$ cat src/hdl/lcc_map.svh
// Register offsets, field positions and reset values of the link capability registers.
// Assumes inclusion by the register bank module only.
// What this block does
// Max incoming and outgoing link width fields read constant 000, 8-bit.
// Double-word flow control capability and enable bits always read zero.
// Actual incoming and outgoing link width fields read constant 000.
// Specification revision register reads constant 0x13; writes ignored.
// Transmit clock is four times quarter receive clock or reference clock.
// Four-bit link frequency field writable, cold-reset to 0, no internal effect.
// Protocol error set when control line changes off a 4-byte boundary; read-clear, cold.
// Overflow error set when packet arrives with receive buffer full; read-clear, cold.
// End-of-chain error set when posted request or response given to transmitter.
// Control timeout bit writable, warm reset: 0 is one millisecond, 1 one second.
// Supported frequency field fixed from receive clock period parameter.
// Feature bits 0 to 3 read zero, bit 7 reads one.
// Enumeration scratch pad not implemented; reads zero.
// Protocol error flood enable makes protocol errors cause a sync flood.
// Overflow flood enable makes overflow errors cause a sync flood.
// All error interrupt enable bits of error handling read zero.
// Chain fail set on sync flood detected or flood-causing error; warm reset.
// Response error set when link receives response error; read-clear, cold.
// Memory base and limit upper registers read zero.
// Only link 0 registers used; link 1 counterparts reserved, read zero.
// Configuration accesses accepted only from link 0.
// Cold-reset bits survive warm reset; warm-reset bits clear on either reset.
`ifndef LCC_MAP_SVH
`define LCC_MAP_SVH
// ------------------------------------------------------------
// Byte offsets
// ------------------------------------------------------------
`define LCC_OFF_LINK_CFG0   8'h46
`define LCC_OFF_LINK_CFG1   8'h4a
`define LCC_OFF_SPEC_REV    8'h4c
`define LCC_OFF_LINK_ERR0   8'h4d
`define LCC_OFF_FREQ_CAP0   8'h4e
`define LCC_OFF_FEATURE     8'h50
`define LCC_OFF_LINK_ERR1   8'h51
`define LCC_OFF_FREQ_CAP1   8'h52
`define LCC_OFF_SCRATCH     8'h54
`define LCC_OFF_ERR_HANDLE  8'h56
`define LCC_OFF_MEM_UPPER   8'h58
// ------------------------------------------------------------
// Constant values and fields
// ------------------------------------------------------------
`define LCC_LINK_CFG_VAL    16'h0000
`define LCC_SPEC_REV_VAL    8'h13
`define LCC_FEATURE_VAL     8'h80
`define LCC_FREQ_CAP_5000   16'h0001
`define LCC_FREQ_CAP_3333   16'h0003
`define LCC_FREQ_CAP_2500   16'h0007
`define LCC_FREQ_CAP_2000   16'h000f
`define LCC_ERR_FREQ_MSB    3
`define LCC_ERR_PROTO_BIT   4
`define LCC_ERR_OVFL_BIT    5
`define LCC_ERR_EOC_BIT     6
`define LCC_ERR_CTLTO_BIT   7
`define LCC_EH_PFLOOD_BIT   0
`define LCC_EH_OFLOOD_BIT   1
`define LCC_EH_CHFAIL_BIT   8
`define LCC_EH_RSPERR_BIT   9
`define LCC_BOUNDARY_BYTES  2'h3
// Timeout times and counts at a 10 MHz clock
`define LCC_CLK_NS          100
`define LCC_TO_SHORT_NS     1000000
`define LCC_TO_LONG_NS      1000000000
`endif

$ cat src/hdl/lcc_pkg.sv
// Types shared by the link capability register bank.
// Assumes the map header defines all numeric constants.
package lcc_pkg;
   // Configuration access from a link
   typedef struct packed {
      logic       req;
      logic       wr;
      logic       link;
      logic [7:0] addr;
      logic [1:0] be;
      logic [15:0] wdata;
   } lcc_cfg_req_t;
   // Receive-side error events
   typedef struct packed {
      logic ctlChange;
      logic overflow;
      logic eocPosted;
      logic respError;
      logic floodSeen;
   } lcc_rx_evt_t;
   typedef enum logic [2:0] {
      LCC_TO_IDLE  = 3'b001,
      LCC_TO_COUNT = 3'b010,
      LCC_TO_FIRED = 3'b100
   } lcc_to_state_t;
endpackage

$ cat src/hdl/lcc_csr.sv
// Link capability configuration registers of an 8-bit end-chain link.
// Assumes 16-bit aligned accesses on link 0, one cycle per request, inputs synchronous.
`timescale 1ns/1ps
`include "lcc_map.svh"
module lcc_csr #(
   parameter int  RX_PERIOD_PS   = 2500,
   parameter bit  SHARED_REF_TX  = 1'b0,
   parameter int  TO_SHORT_CYC   = `LCC_TO_SHORT_NS / `LCC_CLK_NS,
   parameter int  TO_LONG_CYC    = `LCC_TO_LONG_NS / `LCC_CLK_NS
) (
   input  wire logic                 core_clk,
   input  wire logic                 rst_n,
   input  wire logic                 warmRst_n,
   input  wire lcc_pkg::lcc_cfg_req_t cfgReq,
   input  wire lcc_pkg::lcc_rx_evt_t  rxEvt,
   input  wire logic                 rx_control_in,
   input  wire logic                 rxCtlPhase,
   input  wire logic                 rx_link_clock_quarter,
   input  wire logic                 reference_clock_in,
   output logic [15:0]               cfgRdata,
   output logic                      cfgAck,
   output logic                      syncFlood,
   output logic                      txClkRefSel,
   output logic                      txClkBase
);
   import lcc_pkg::*;

   // ------------------------------------------------------------
   // Reset synchronisers
   // ------------------------------------------------------------
   logic coldMeta_ff, coldRst_n_ff, warmMeta_ff, warmRst_n_ff;
   always_ff @(posedge core_clk or negedge rst_n) begin
      if (!rst_n) begin
         coldMeta_ff  <= 1'b0;
         coldRst_n_ff <= 1'b0;
      end else begin
         coldMeta_ff  <= 1'b1;
         coldRst_n_ff <= coldMeta_ff;
      end
   end
   // Warm reset also asserts on cold reset
   wire logic warmAny_n = rst_n & warmRst_n;
   always_ff @(posedge core_clk or negedge warmAny_n) begin
      if (!warmAny_n) begin
         warmMeta_ff  <= 1'b0;
         warmRst_n_ff <= 1'b0;
      end else begin
         warmMeta_ff  <= 1'b1;
         warmRst_n_ff <= warmMeta_ff;
      end
   end

   // ------------------------------------------------------------
   // Access decode
   // ------------------------------------------------------------
   // Link 1 requests are ignored entirely
   wire logic acc   = cfgReq.req & ~cfgReq.link;
   wire logic wrAcc = acc & cfgReq.wr;
   wire logic rdAcc = acc & ~cfgReq.wr;

   // Byte lane hit on a halfword pair
   function automatic logic laneHit(input logic [7:0] a, input logic [1:0] be, input logic [7:0] off);
      laneHit = (a == {off[7:1], 1'b0}) && be[off[0]];
   endfunction

   wire logic errRd  = rdAcc && laneHit(cfgReq.addr, cfgReq.be, `LCC_OFF_LINK_ERR0);
   wire logic errWr  = wrAcc && laneHit(cfgReq.addr, cfgReq.be, `LCC_OFF_LINK_ERR0);
   wire logic ehRd   = rdAcc && (cfgReq.addr == `LCC_OFF_ERR_HANDLE) && cfgReq.be[1];
   wire logic ehWr   = wrAcc && (cfgReq.addr == `LCC_OFF_ERR_HANDLE) && cfgReq.be[0];

   // ------------------------------------------------------------
   // Protocol error detection on the control line
   // ------------------------------------------------------------
   logic       ctlPrev_ff;
   logic [1:0] bytePos_ff;
   always_ff @(posedge core_clk or negedge coldRst_n_ff) begin
      if (!coldRst_n_ff) begin
         ctlPrev_ff <= 1'b0;
         bytePos_ff <= 2'h0;
      end else begin
         ctlPrev_ff <= rx_control_in;
         bytePos_ff <= rxCtlPhase ? 2'h0 : bytePos_ff + 2'h1;
      end
   end
   // Change anywhere but the start of a 4-byte group is illegal
   wire logic ctlMisalign = (rx_control_in != ctlPrev_ff) && (bytePos_ff != 2'h0) && !rxCtlPhase;

   // Control-low timeout, length picked by the warm-reset select bit
   logic          ctlToSel_ff;
   lcc_to_state_t toState_ff;
   logic [31:0]   toCnt_ff;
   wire logic [31:0] toLimit = ctlToSel_ff ? 32'(TO_LONG_CYC) : 32'(TO_SHORT_CYC);
   always_ff @(posedge core_clk or negedge warmRst_n_ff) begin
      if (!warmRst_n_ff) begin
         toState_ff <= LCC_TO_IDLE;
         toCnt_ff   <= 32'h0;
      end else begin
         case (toState_ff)
            LCC_TO_IDLE: begin
               toCnt_ff <= 32'h1;
               if (!rx_control_in) toState_ff <= LCC_TO_COUNT;
            end
            LCC_TO_COUNT: begin
               toCnt_ff <= toCnt_ff + 32'h1;
               if (rx_control_in) toState_ff <= LCC_TO_IDLE;
               else if (toCnt_ff >= toLimit) toState_ff <= LCC_TO_FIRED;
            end
            LCC_TO_FIRED: begin
               if (rx_control_in) toState_ff <= LCC_TO_IDLE;
            end
            default: toState_ff <= LCC_TO_IDLE;
         endcase
      end
   end
   wire logic ctlTimeout = (toState_ff == LCC_TO_COUNT) && !rx_control_in && (toCnt_ff >= toLimit);
   wire logic protoEvt   = ctlMisalign | ctlTimeout;

   // ------------------------------------------------------------
   // Link error register and response error flag: cold-reset bits
   // ------------------------------------------------------------
   logic [3:0] linkFreq_ff;
   logic       protoErr_ff, ovflErr_ff, eocErr_ff, rspErr_ff;
   // Stored only; the transmit clock ignores it
   always_ff @(posedge core_clk or negedge coldRst_n_ff) begin
      if (!coldRst_n_ff) linkFreq_ff <= 4'h0;
      else if (errWr)
         linkFreq_ff <= cfgReq.wdata[8 +: (`LCC_ERR_FREQ_MSB + 1)];
   end
   // Read-clear flags; a new event in the read cycle wins
   always_ff @(posedge core_clk or negedge coldRst_n_ff) begin
      if (!coldRst_n_ff) begin
         protoErr_ff <= 1'b0;
         ovflErr_ff  <= 1'b0;
         eocErr_ff   <= 1'b0;
         rspErr_ff   <= 1'b0;
      end else begin
         protoErr_ff <= protoEvt | (protoErr_ff & ~errRd);
         ovflErr_ff  <= rxEvt.overflow | (ovflErr_ff & ~errRd);
         eocErr_ff   <= rxEvt.eocPosted | (eocErr_ff & ~errRd);
         rspErr_ff   <= rxEvt.respError | (rspErr_ff & ~ehRd);
      end
   end

   // ------------------------------------------------------------
   // Warm-reset control and chain fail
   // ------------------------------------------------------------
   logic pFloodEn_ff, oFloodEn_ff, chainFail_ff;
   always_ff @(posedge core_clk or negedge warmRst_n_ff) begin
      if (!warmRst_n_ff) begin
         ctlToSel_ff <= 1'b0;
         pFloodEn_ff <= 1'b0;
         oFloodEn_ff <= 1'b0;
      end else begin
         if (errWr) ctlToSel_ff <= cfgReq.wdata[8 + `LCC_ERR_CTLTO_BIT];
         if (ehWr) begin
            pFloodEn_ff <= cfgReq.wdata[`LCC_EH_PFLOOD_BIT];
            oFloodEn_ff <= cfgReq.wdata[`LCC_EH_OFLOOD_BIT];
         end
      end
   end
   wire logic floodCause = (protoEvt & pFloodEn_ff) | (rxEvt.overflow & oFloodEn_ff);
   // Sticky until warm reset; no software clear
   always_ff @(posedge core_clk or negedge warmRst_n_ff) begin
      if (!warmRst_n_ff) begin
         chainFail_ff <= 1'b0;
         syncFlood    <= 1'b0;
      end else begin
         chainFail_ff <= chainFail_ff | floodCause | rxEvt.floodSeen;
         syncFlood    <= syncFlood | floodCause;
      end
   end

   // ------------------------------------------------------------
   // Transmit clock source
   // ------------------------------------------------------------
   // Multiply-by-four happens in the PLL outside; here only the base is picked
   assign txClkRefSel = SHARED_REF_TX;
   assign txClkBase   = SHARED_REF_TX ? reference_clock_in : rx_link_clock_quarter;

   // ------------------------------------------------------------
   // Read mux
   // ------------------------------------------------------------
   function automatic logic [15:0] freqCap(input int period);
      case (period)
         5000:    freqCap = `LCC_FREQ_CAP_5000;
         3333:    freqCap = `LCC_FREQ_CAP_3333;
         2000:    freqCap = `LCC_FREQ_CAP_2000;
         default: freqCap = `LCC_FREQ_CAP_2500;
      endcase
   endfunction
   localparam logic [15:0] FREQ_CAP = freqCap(RX_PERIOD_PS);

   logic [15:0] rdMux;
   always_comb begin
      rdMux = 16'h0000;
      case (cfgReq.addr)
         `LCC_OFF_LINK_CFG0:  rdMux = `LCC_LINK_CFG_VAL;
         `LCC_OFF_SPEC_REV:   rdMux = {ctlToSel_ff, eocErr_ff, ovflErr_ff, protoErr_ff,
                                       linkFreq_ff, `LCC_SPEC_REV_VAL};
         `LCC_OFF_FREQ_CAP0:  rdMux = FREQ_CAP;
         `LCC_OFF_FEATURE:    rdMux = {8'h00, `LCC_FEATURE_VAL};
         `LCC_OFF_FREQ_CAP1,
         `LCC_OFF_LINK_CFG1:  rdMux = 16'h0000;
         `LCC_OFF_SCRATCH:    rdMux = 16'h0000;
         `LCC_OFF_ERR_HANDLE: rdMux = {6'h00, rspErr_ff, chainFail_ff, 6'h00, oFloodEn_ff, pFloodEn_ff};
         `LCC_OFF_MEM_UPPER:  rdMux = 16'h0000;
         default:             rdMux = 16'h0000;
      endcase
   end
   // Registered answer, one cycle after the request
   always_ff @(posedge core_clk or negedge coldRst_n_ff) begin
      if (!coldRst_n_ff) begin
         cfgRdata <= 16'h0000;
         cfgAck   <= 1'b0;
      end else begin
         cfgRdata <= rdAcc ? rdMux : 16'h0000;
         cfgAck   <= acc;
      end
   end
endmodule

$ cat config.mk
export PLATFORM = sky130hd
export DESIGN_NAME = lcc_csr
export DESIGN_NICKNAME = d
export VERILOG_FILES = /design/src/hdl/lcc_pkg.sv /design/src/hdl/lcc_csr.sv
export VERILOG_INCLUDE_DIRS = /design/src /design/src/hdl
export SDC_FILE = /design/constraint.sdc
export NUM_CORES = 1
export LEC_CHECK = 0
export BUFFER_PORTS_ARGS = -buffer_cell sky130_fd_sc_hd__clkbuf_2
export CAP_MARGIN = 20
export CORE_MARGIN = 1.5
export CORE_UTILIZATION = 50
export DETAILED_ROUTE_END_ITERATION = 8
export HOLD_SLACK_MARGIN = 0.03
export PLACE_DENSITY = 0.73
export SLEW_MARGIN = 20
export SYNTH_ARGS = -nofsm -noshare
export SYNTH_HDL_FRONTEND = slang
export SYNTH_SLANG_ARGS = --single-unit
$ cat constraint.sdc
create_clock -name core_clk -period 3.7 [get_ports core_clk]
set_clock_uncertainty 0.05 [all_clocks]
set_input_delay 0.185 -clock core_clk [delete_from_list [all_inputs] [get_ports core_clk]]
set_output_delay 0.185 -clock core_clk [all_outputs]
set_load 0.01 [all_outputs]
* Word level (Yosys, flattened, before mapping) *
Index checks and enable logic that the tools add are counted.

operators by class
  $add $sub $neg = 2
  magnitude comparators = 1
  eq/ne operators = 11
  muxes and demuxes = 10
  bitwise operators = 23
  reductions and logical operators = 16

operator list
  operator                                              count
  case mux 16 bit (4 select lines)                      1
  case mux 32 bit (2 select lines)                      1
  adder 32 x 1 -> 32 bit (second input constant)        1
  equality test 8 x 7 -> 1 bit (second input constant)  4
  greater-or-equal comparator 32 x 24 -> 1 bit          1
  2-to-1 mux 24 bit                                     1
  2-to-1 mux 16 bit                                     1
  2-to-1 mux 3 bit                                      4
  logical AND 1 bit                                     11
  bitwise AND 1 bit                                     10
  OR 1 bit                                              9
  case mux 3 bit (3 select lines)                       1
  != test 2 bit (second input constant)                 2
  inverter 1 bit                                        4
  nonzero test 2 bit                                    2
  equality test 3 x 1 -> 1 bit (second input constant)  1
  equality test 3 x 2 -> 1 bit (second input constant)  1
  equality test 3 bit (second input constant)           1
  != test 3 bit (second input constant)                 1
  AND reduction 3 bit                                   1
  adder 2 x 1 -> 2 bit (second input constant)          1
  zero test 1 bit                                       2
  2-to-1 mux 2 bit                                      1
  != test 1 bit                                         1

storage, ports and cells
  bits in registers = 72
  logic and storage cells = 83

* Longest topological paths before layout *
  depth after elaboration = 8
  gate-level depth with buffers = 8
  gate-level depth less buffers = 8

* Least setup slack after synthesis *
Ideal clock, no wire load.

  path kind = register to register
  start point = register ctlToSel_ff
  end point = register toState_ff[1]
  library setup time = 0.094 ns
  arrival = 2.014 ns
  setup slack = 1.542 ns
  stages on the path, launching flop included = 9
  path buffers = 0
  cell sequence = dfrtp_1 > inv_1 > ha_1 > or4b_2 > o221ai_1 > o21bai_1 > a21oi_1 > nand3b_1 > a211oi_1

on the way
  word-level cells in the longest chain between the ends = 4

RTL lines
  item                                          line            text
  from (decl)                                   lcc_csr.sv:89   logic ctlToSel_ff;
  from (signal assigned)                        lcc_csr.sv:154  if (errWr) ctlToSel_ff <= cfgReq.wdata[8 + `LCC_ERR_CTLTO_BIT];
  2-to-1 mux 24 bit                             lcc_csr.sv:92   wire logic [31:0] toLimit = ctlToSel_ff ? 32'(TO_LONG_CYC) : 32'(TO_SHORT_CYC);
  greater-or-equal comparator 32 x 24 -> 1 bit  lcc_csr.sv:106  else if (toCnt_ff >= toLimit) toState_ff <= LCC_TO_FIRED;
  != test 3 bit (no source line)                -
  AND reduction 3 bit (no source line)          -
  to (signal assigned)                          lcc_csr.sv:95   toState_ff <= LCC_TO_IDLE;
  to (signal assigned)                          lcc_csr.sv:105  if (rx_control_in) toState_ff <= LCC_TO_IDLE;
  to (signal assigned)                          lcc_csr.sv:106
  to (decl)                                     lcc_csr.sv:90   lcc_to_state_t toState_ff;

No other way between the ends.
A chain may end at the register's enable or synchronous reset.

* Worst setup path in the final report *
  start point = register toState_ff[1]
  end point = register toCnt_ff[30]

on the way
  word-level cells in the longest chain between the ends = 2

RTL lines
  item                                                                          line            text
  from (signal assigned)                                                        lcc_csr.sv:95
  from (signal assigned)                                                        lcc_csr.sv:101  if (!rx_control_in) toState_ff <= LCC_TO_COUNT;
  from (signal assigned)                                                        lcc_csr.sv:105
  equality test 3 x 2 -> 1 bit or equality test 3 x 1 -> 1 bit (tied branches)  lcc_csr.sv:98   case (toState_ff)
  case mux 32 bit (2 select lines) or nonzero test 2 bit (tied branches)        -
  to (signal assigned)                                                          lcc_csr.sv:104  toCnt_ff <= toCnt_ff + 32'h1;
  to (decl)                                                                     lcc_csr.sv:91   logic [31:0] toCnt_ff;

Parallel ways exist; a longest one is shown, timed or not.

==> metrics.md <==
| Metric | Value |
|---|---|
| Most frequent CP cell | `nor3_1` |
| Post-DP HPWL | `between 4 and 5 mm` |
| Share of synthesized flip-flops with an asynchronous set or reset | `100%` |
| Number of DRC violations after detailed routing | `0` |
| Sum of negative setup slack | `0 ps` |
| Chain of cells forming the critical path | `or3b_4 > nor3_1 > and2_1 > nand3_1 > nor3_1 > mux2i_1` |
| Die Area | `around 7000 um2` |
| Starting Density | `51.7%` |
| Antenna violation net count after detailed routing | `0` |
| Drt first pass iters | `4` |
| Leakage power of the design | `between 1.5 and 2 nW` |
| Met2 demand-to-capacity share in global routing | `31.1%` |
| Total grt overflow | `0` |
| Part of the Yosys area used for sequential elements | `between 50 and 60%` |
| Delay contributed by the slowest stage of the critical path | `490 ps` |
| Number of hold-slack violations in the final timing report | `0` |
| Final-report max-slew violation count | `0` |
| Max-capacitance violation count | `0` |
| Net Sw Frac | `a little over a quarter` |
| Critical path peak fanout | `15` |
| Combined area of all synthesized cells | `3270 um2` |
| Ports | `61` |
| Slowest cell on the critical path | `or3b_4` |
| Clock period minus worst slack | `between 2000 and 3000 ps` |
| Die Span X | `between 80 and 90 um` |
| Placer's final routability congestion estimate | `0.809` |
| Root Buffer | `clkbuf_8` |
| Antenna violations before repair | `0` |
| Clock share of power | `38.2%` |
| Maximum operating frequency | `387 MHz` |
| Status | `finished, final reports clean` |
| P&R area growth vs syn | `19.0%` |
| Area post-placement | `3540 um2` |
| Post-route standard cell area excluding fillers | `roughly 4000 um2` |
| Synthesized flop and latch total | `69` |
| Portion of synthesized cell area occupied by the leading cell type | `between 50% and 60%` |
| Critical path data arrival time | `between 2000 and 3000 ps` |
| Aggregate routed wire length | `6.47 mm` |
| Total of endpoints with negative setup slack in the final report | `0` |
| Detailed-route vias per instance | `between 5 and 6` |
| Busiest layer in global routing | `met2` |
| CP top delay family | `simple AND/OR/NAND/NOR gates` |
| Largest buffer count on any clock path | `2` |
| Post-synth top area cell | `dfrtp_1` |
| Maximum resistive drop on vdd | `0.262 mV` |
| Pin count of the biggest net entering global routing | `41` |
| DRC violation total after the first TritonRoute iteration | `between 100 and 150` |
| Net switching component of the power | `roughly 400 uW` |
| Number of distinct standard cells referenced by the synthesized netlist | `49` |
| Number of flops mapped to enable cells by yosys | `0` |
| Power per Cell Area | `around 380 nW/um2` |
| Clock latency reported for the late side of the worst-skew pair | `between 300 and 400 ps` |
| Per-instance average area after synthesis | `between 10 and 15 um2` |
| Number of synthesis warnings | `0` |
| Number of global-route vias before repair | `2461` |
| Most frequent standard cell in the layout excluding fill and tap cells | `dfrtp_1` |
| Kind of path behind the tightest hold check | `in2reg` |
| Data required time of the worst path | `around 4000 ps` |
| Combined buffer and inverter count along the critical path | `0` |
| Cells after synthesis | `just over 300` |
| Global router's overall resource usage | `roughly a fifth` |
| Clock tree from TritonCTS | `yes` |
| Remaining max-slew budget at the tightest pin | `a little over 60%` |
| Wire length per cell | `approximately 14 um` |
| Layout net count | `424` |
| Clock slew at the register clock pins of the worst setup and hold paths | `around 80 ps` |
| Sequential share of power | `a little over half` |
| CTS HTree Levels | `3` |
| Number of clock buffers inserted by TritonCTS | `9` |
| Most used DFF post-synth | `dfrtp_1` |
| Number of setup buffers added after CTS | `0` |
| Cell-internal power | `between 1 and 1.5 mW` |
| Detailed-route via count | `between 2k and 3k` |
| Combinational share of power | `under 10%` |
| Antenna cell count | `0` |
| Clock sink total | `about 70` |
| GRT met1 Usage | `between 20% and 30%` |
| Setup repair after global routing missed its margin | `false` |
| Ratio of cells with drive above 1 in the final layout | `a little under a fifth` |
| Setup Crit Path Kind | `reg2reg` |
| Met3 track utilization from global routing | `under 10%` |
| Pin slew with the least headroom to its limit | `582 ps` |
| Area contributors post-synth | `dfrtp_1 (52%), ha_1 (4.6%), nand2_1 (4.4%), mux2i_1 (4.0%), nand3_1 (2.6%)` |
| Core box area | `roughly 6300 um2` |
| Endpoint class of the critical path | `flip-flop` |
| Port-buffer cells | `43` |
| Element type at the critical path start | `flip-flop` |
| Highest-count cells in the layout ignoring fill and taps | `dfrtp_1 (67), clkbuf_2 (43), nand2_1 (38), nand3_1 (17), dlygate4sd3_1 (17)` |
| Ratio of final minimum period to clock period | `69.9%` |
| Height of the die | `approximately 84 um` |
| Wire length of the first global-routing pass | `between 10 and 15 mm` |
| Std-Cell Rows | `29` |
[per-layer routing]
layer / share of wire (%) / vias up
met3: 3.7 / 15
li1: - / 1237
met2: 46 / 56
met5: 0 / -
met4: 2.4 / 0
met1: 48 / 1234
[power by group through the flow]
| stage | logic [mW] | registers (mW) | clock network, mW |
|---|---|---|---|
| 2_1_floorplan | 0.0628 | 0.802 | 0 |
| 3_3_place_gp | 0.101 | 0.799 | 0 |
| 3_5_place_dp | 0.104 | 0.800 | 0 |
| 4_1_cts | 0.118 | 0.785 | 0.576 |
| 5_1_grt | 0.132 | 0.788 | 0.610 |
| 6_report | 0.117 | 0.785 | 0.558 |
[sequential cells by signal, summed over array words and instances (netlist names), 2 cells and up]
| signal | cells |
|---|---|
| toState_ff | 3 |
| cfgRdata | 13 |
| toCnt_ff | 32 |
| bytePos_ff | 2 |
| linkFreq_ff | 4 |
[cell usage after synthesis, types with 2 or more instances]
cell type,instances
or3_1,3
buf_1,2
a31oi_1,2
nand2_1,38
and4_1,4
nand2b_1,3
nand3_1,17
and3_1,8
o21ai_0,13
nor3_1,6
mux2_2,5
conb_1,2
nand4b_1,2
and2_1,10
nor3b_1,2
a22oi_1,2
a21oi_1,6
nor4b_1,2
o221ai_1,2
dfrtp_1,68
o211ai_1,10
a21o_1,4
clkbuf_1,5
nor2b_1,4
o31ai_1,8
ha_1,12
inv_1,12
nand4_1,5
nor2_1,9
a211oi_1,3
nor4_1,3
mux2i_1,13
buf_4,6
[path summary, 6_finish.rpt]
kind / from / end / slack [ps] / cells past startpoint
worst max-delay path: toState_ff[1] / toCnt_ff[30] / 1110 / 6
worst min-delay path: cfgReq[28] / cfgAck / 40 / 2
worst max register to register: toState_ff[1] / toCnt_ff[30] / 1110 / 6
worst min register to register: coldRst_n_ff / cfgRdata[9] / 210 / 0
max in group asynchronous: warmRst_n_ff / toCnt_ff[26] / 2980 / 1
min in group asynchronous: rst_n / coldMeta_ff / 110 / 2
[kinds of logic (layout without fill, tap and decap cells)]
logic type                 Yosys count  count (layout)  synth area share [%]
AOI/OAI and AO/OA                   55              55                  11.4
xor gates and xnor gates             2               2                 0.536
and+or+nand+nor                    124             124                  21.0
other                                2               6                 0.230
buffers and inverters               25              90                  3.56
muxes                               18              18                  5.71
adders and majority gates           12              12                  4.60
DFF                                 69              69                  52.9
[metrics by stage]
step	hold WS (ps)	total power, mW	setup slack (ps)	utilization [%]	instances
2_1_floorplan	-161	0.865	1540	-	311
3_3_place_gp	-72.9	0.900	1190	56.0	420
3_5_place_dp	-70.3	0.904	1150	56.0	420
4_1_cts	32.2	1.48	1100	61.6	453
5_1_grt	42.9	1.53	856	61.6	453
6_report	41.8	1.46	1110	61.6	453
[cell type report]
class                   instances  area [um2]
flip-flops and latches         69        1730
clock buffers                   9         124
multi-input cells             217        1440
clock inverters                 7        56.3
inverters                      12        45.0
repair buffers                 62         400
fillers                       523        2430
well taps                      77        96.3
[what timing repair did]
action | in CTS | in global routing
hold buffers | 17 | 0
gates resized for setup | 0 | 0
endpoints found under the hold margin | 21 | 0
(Power assumes the default switching activity.)
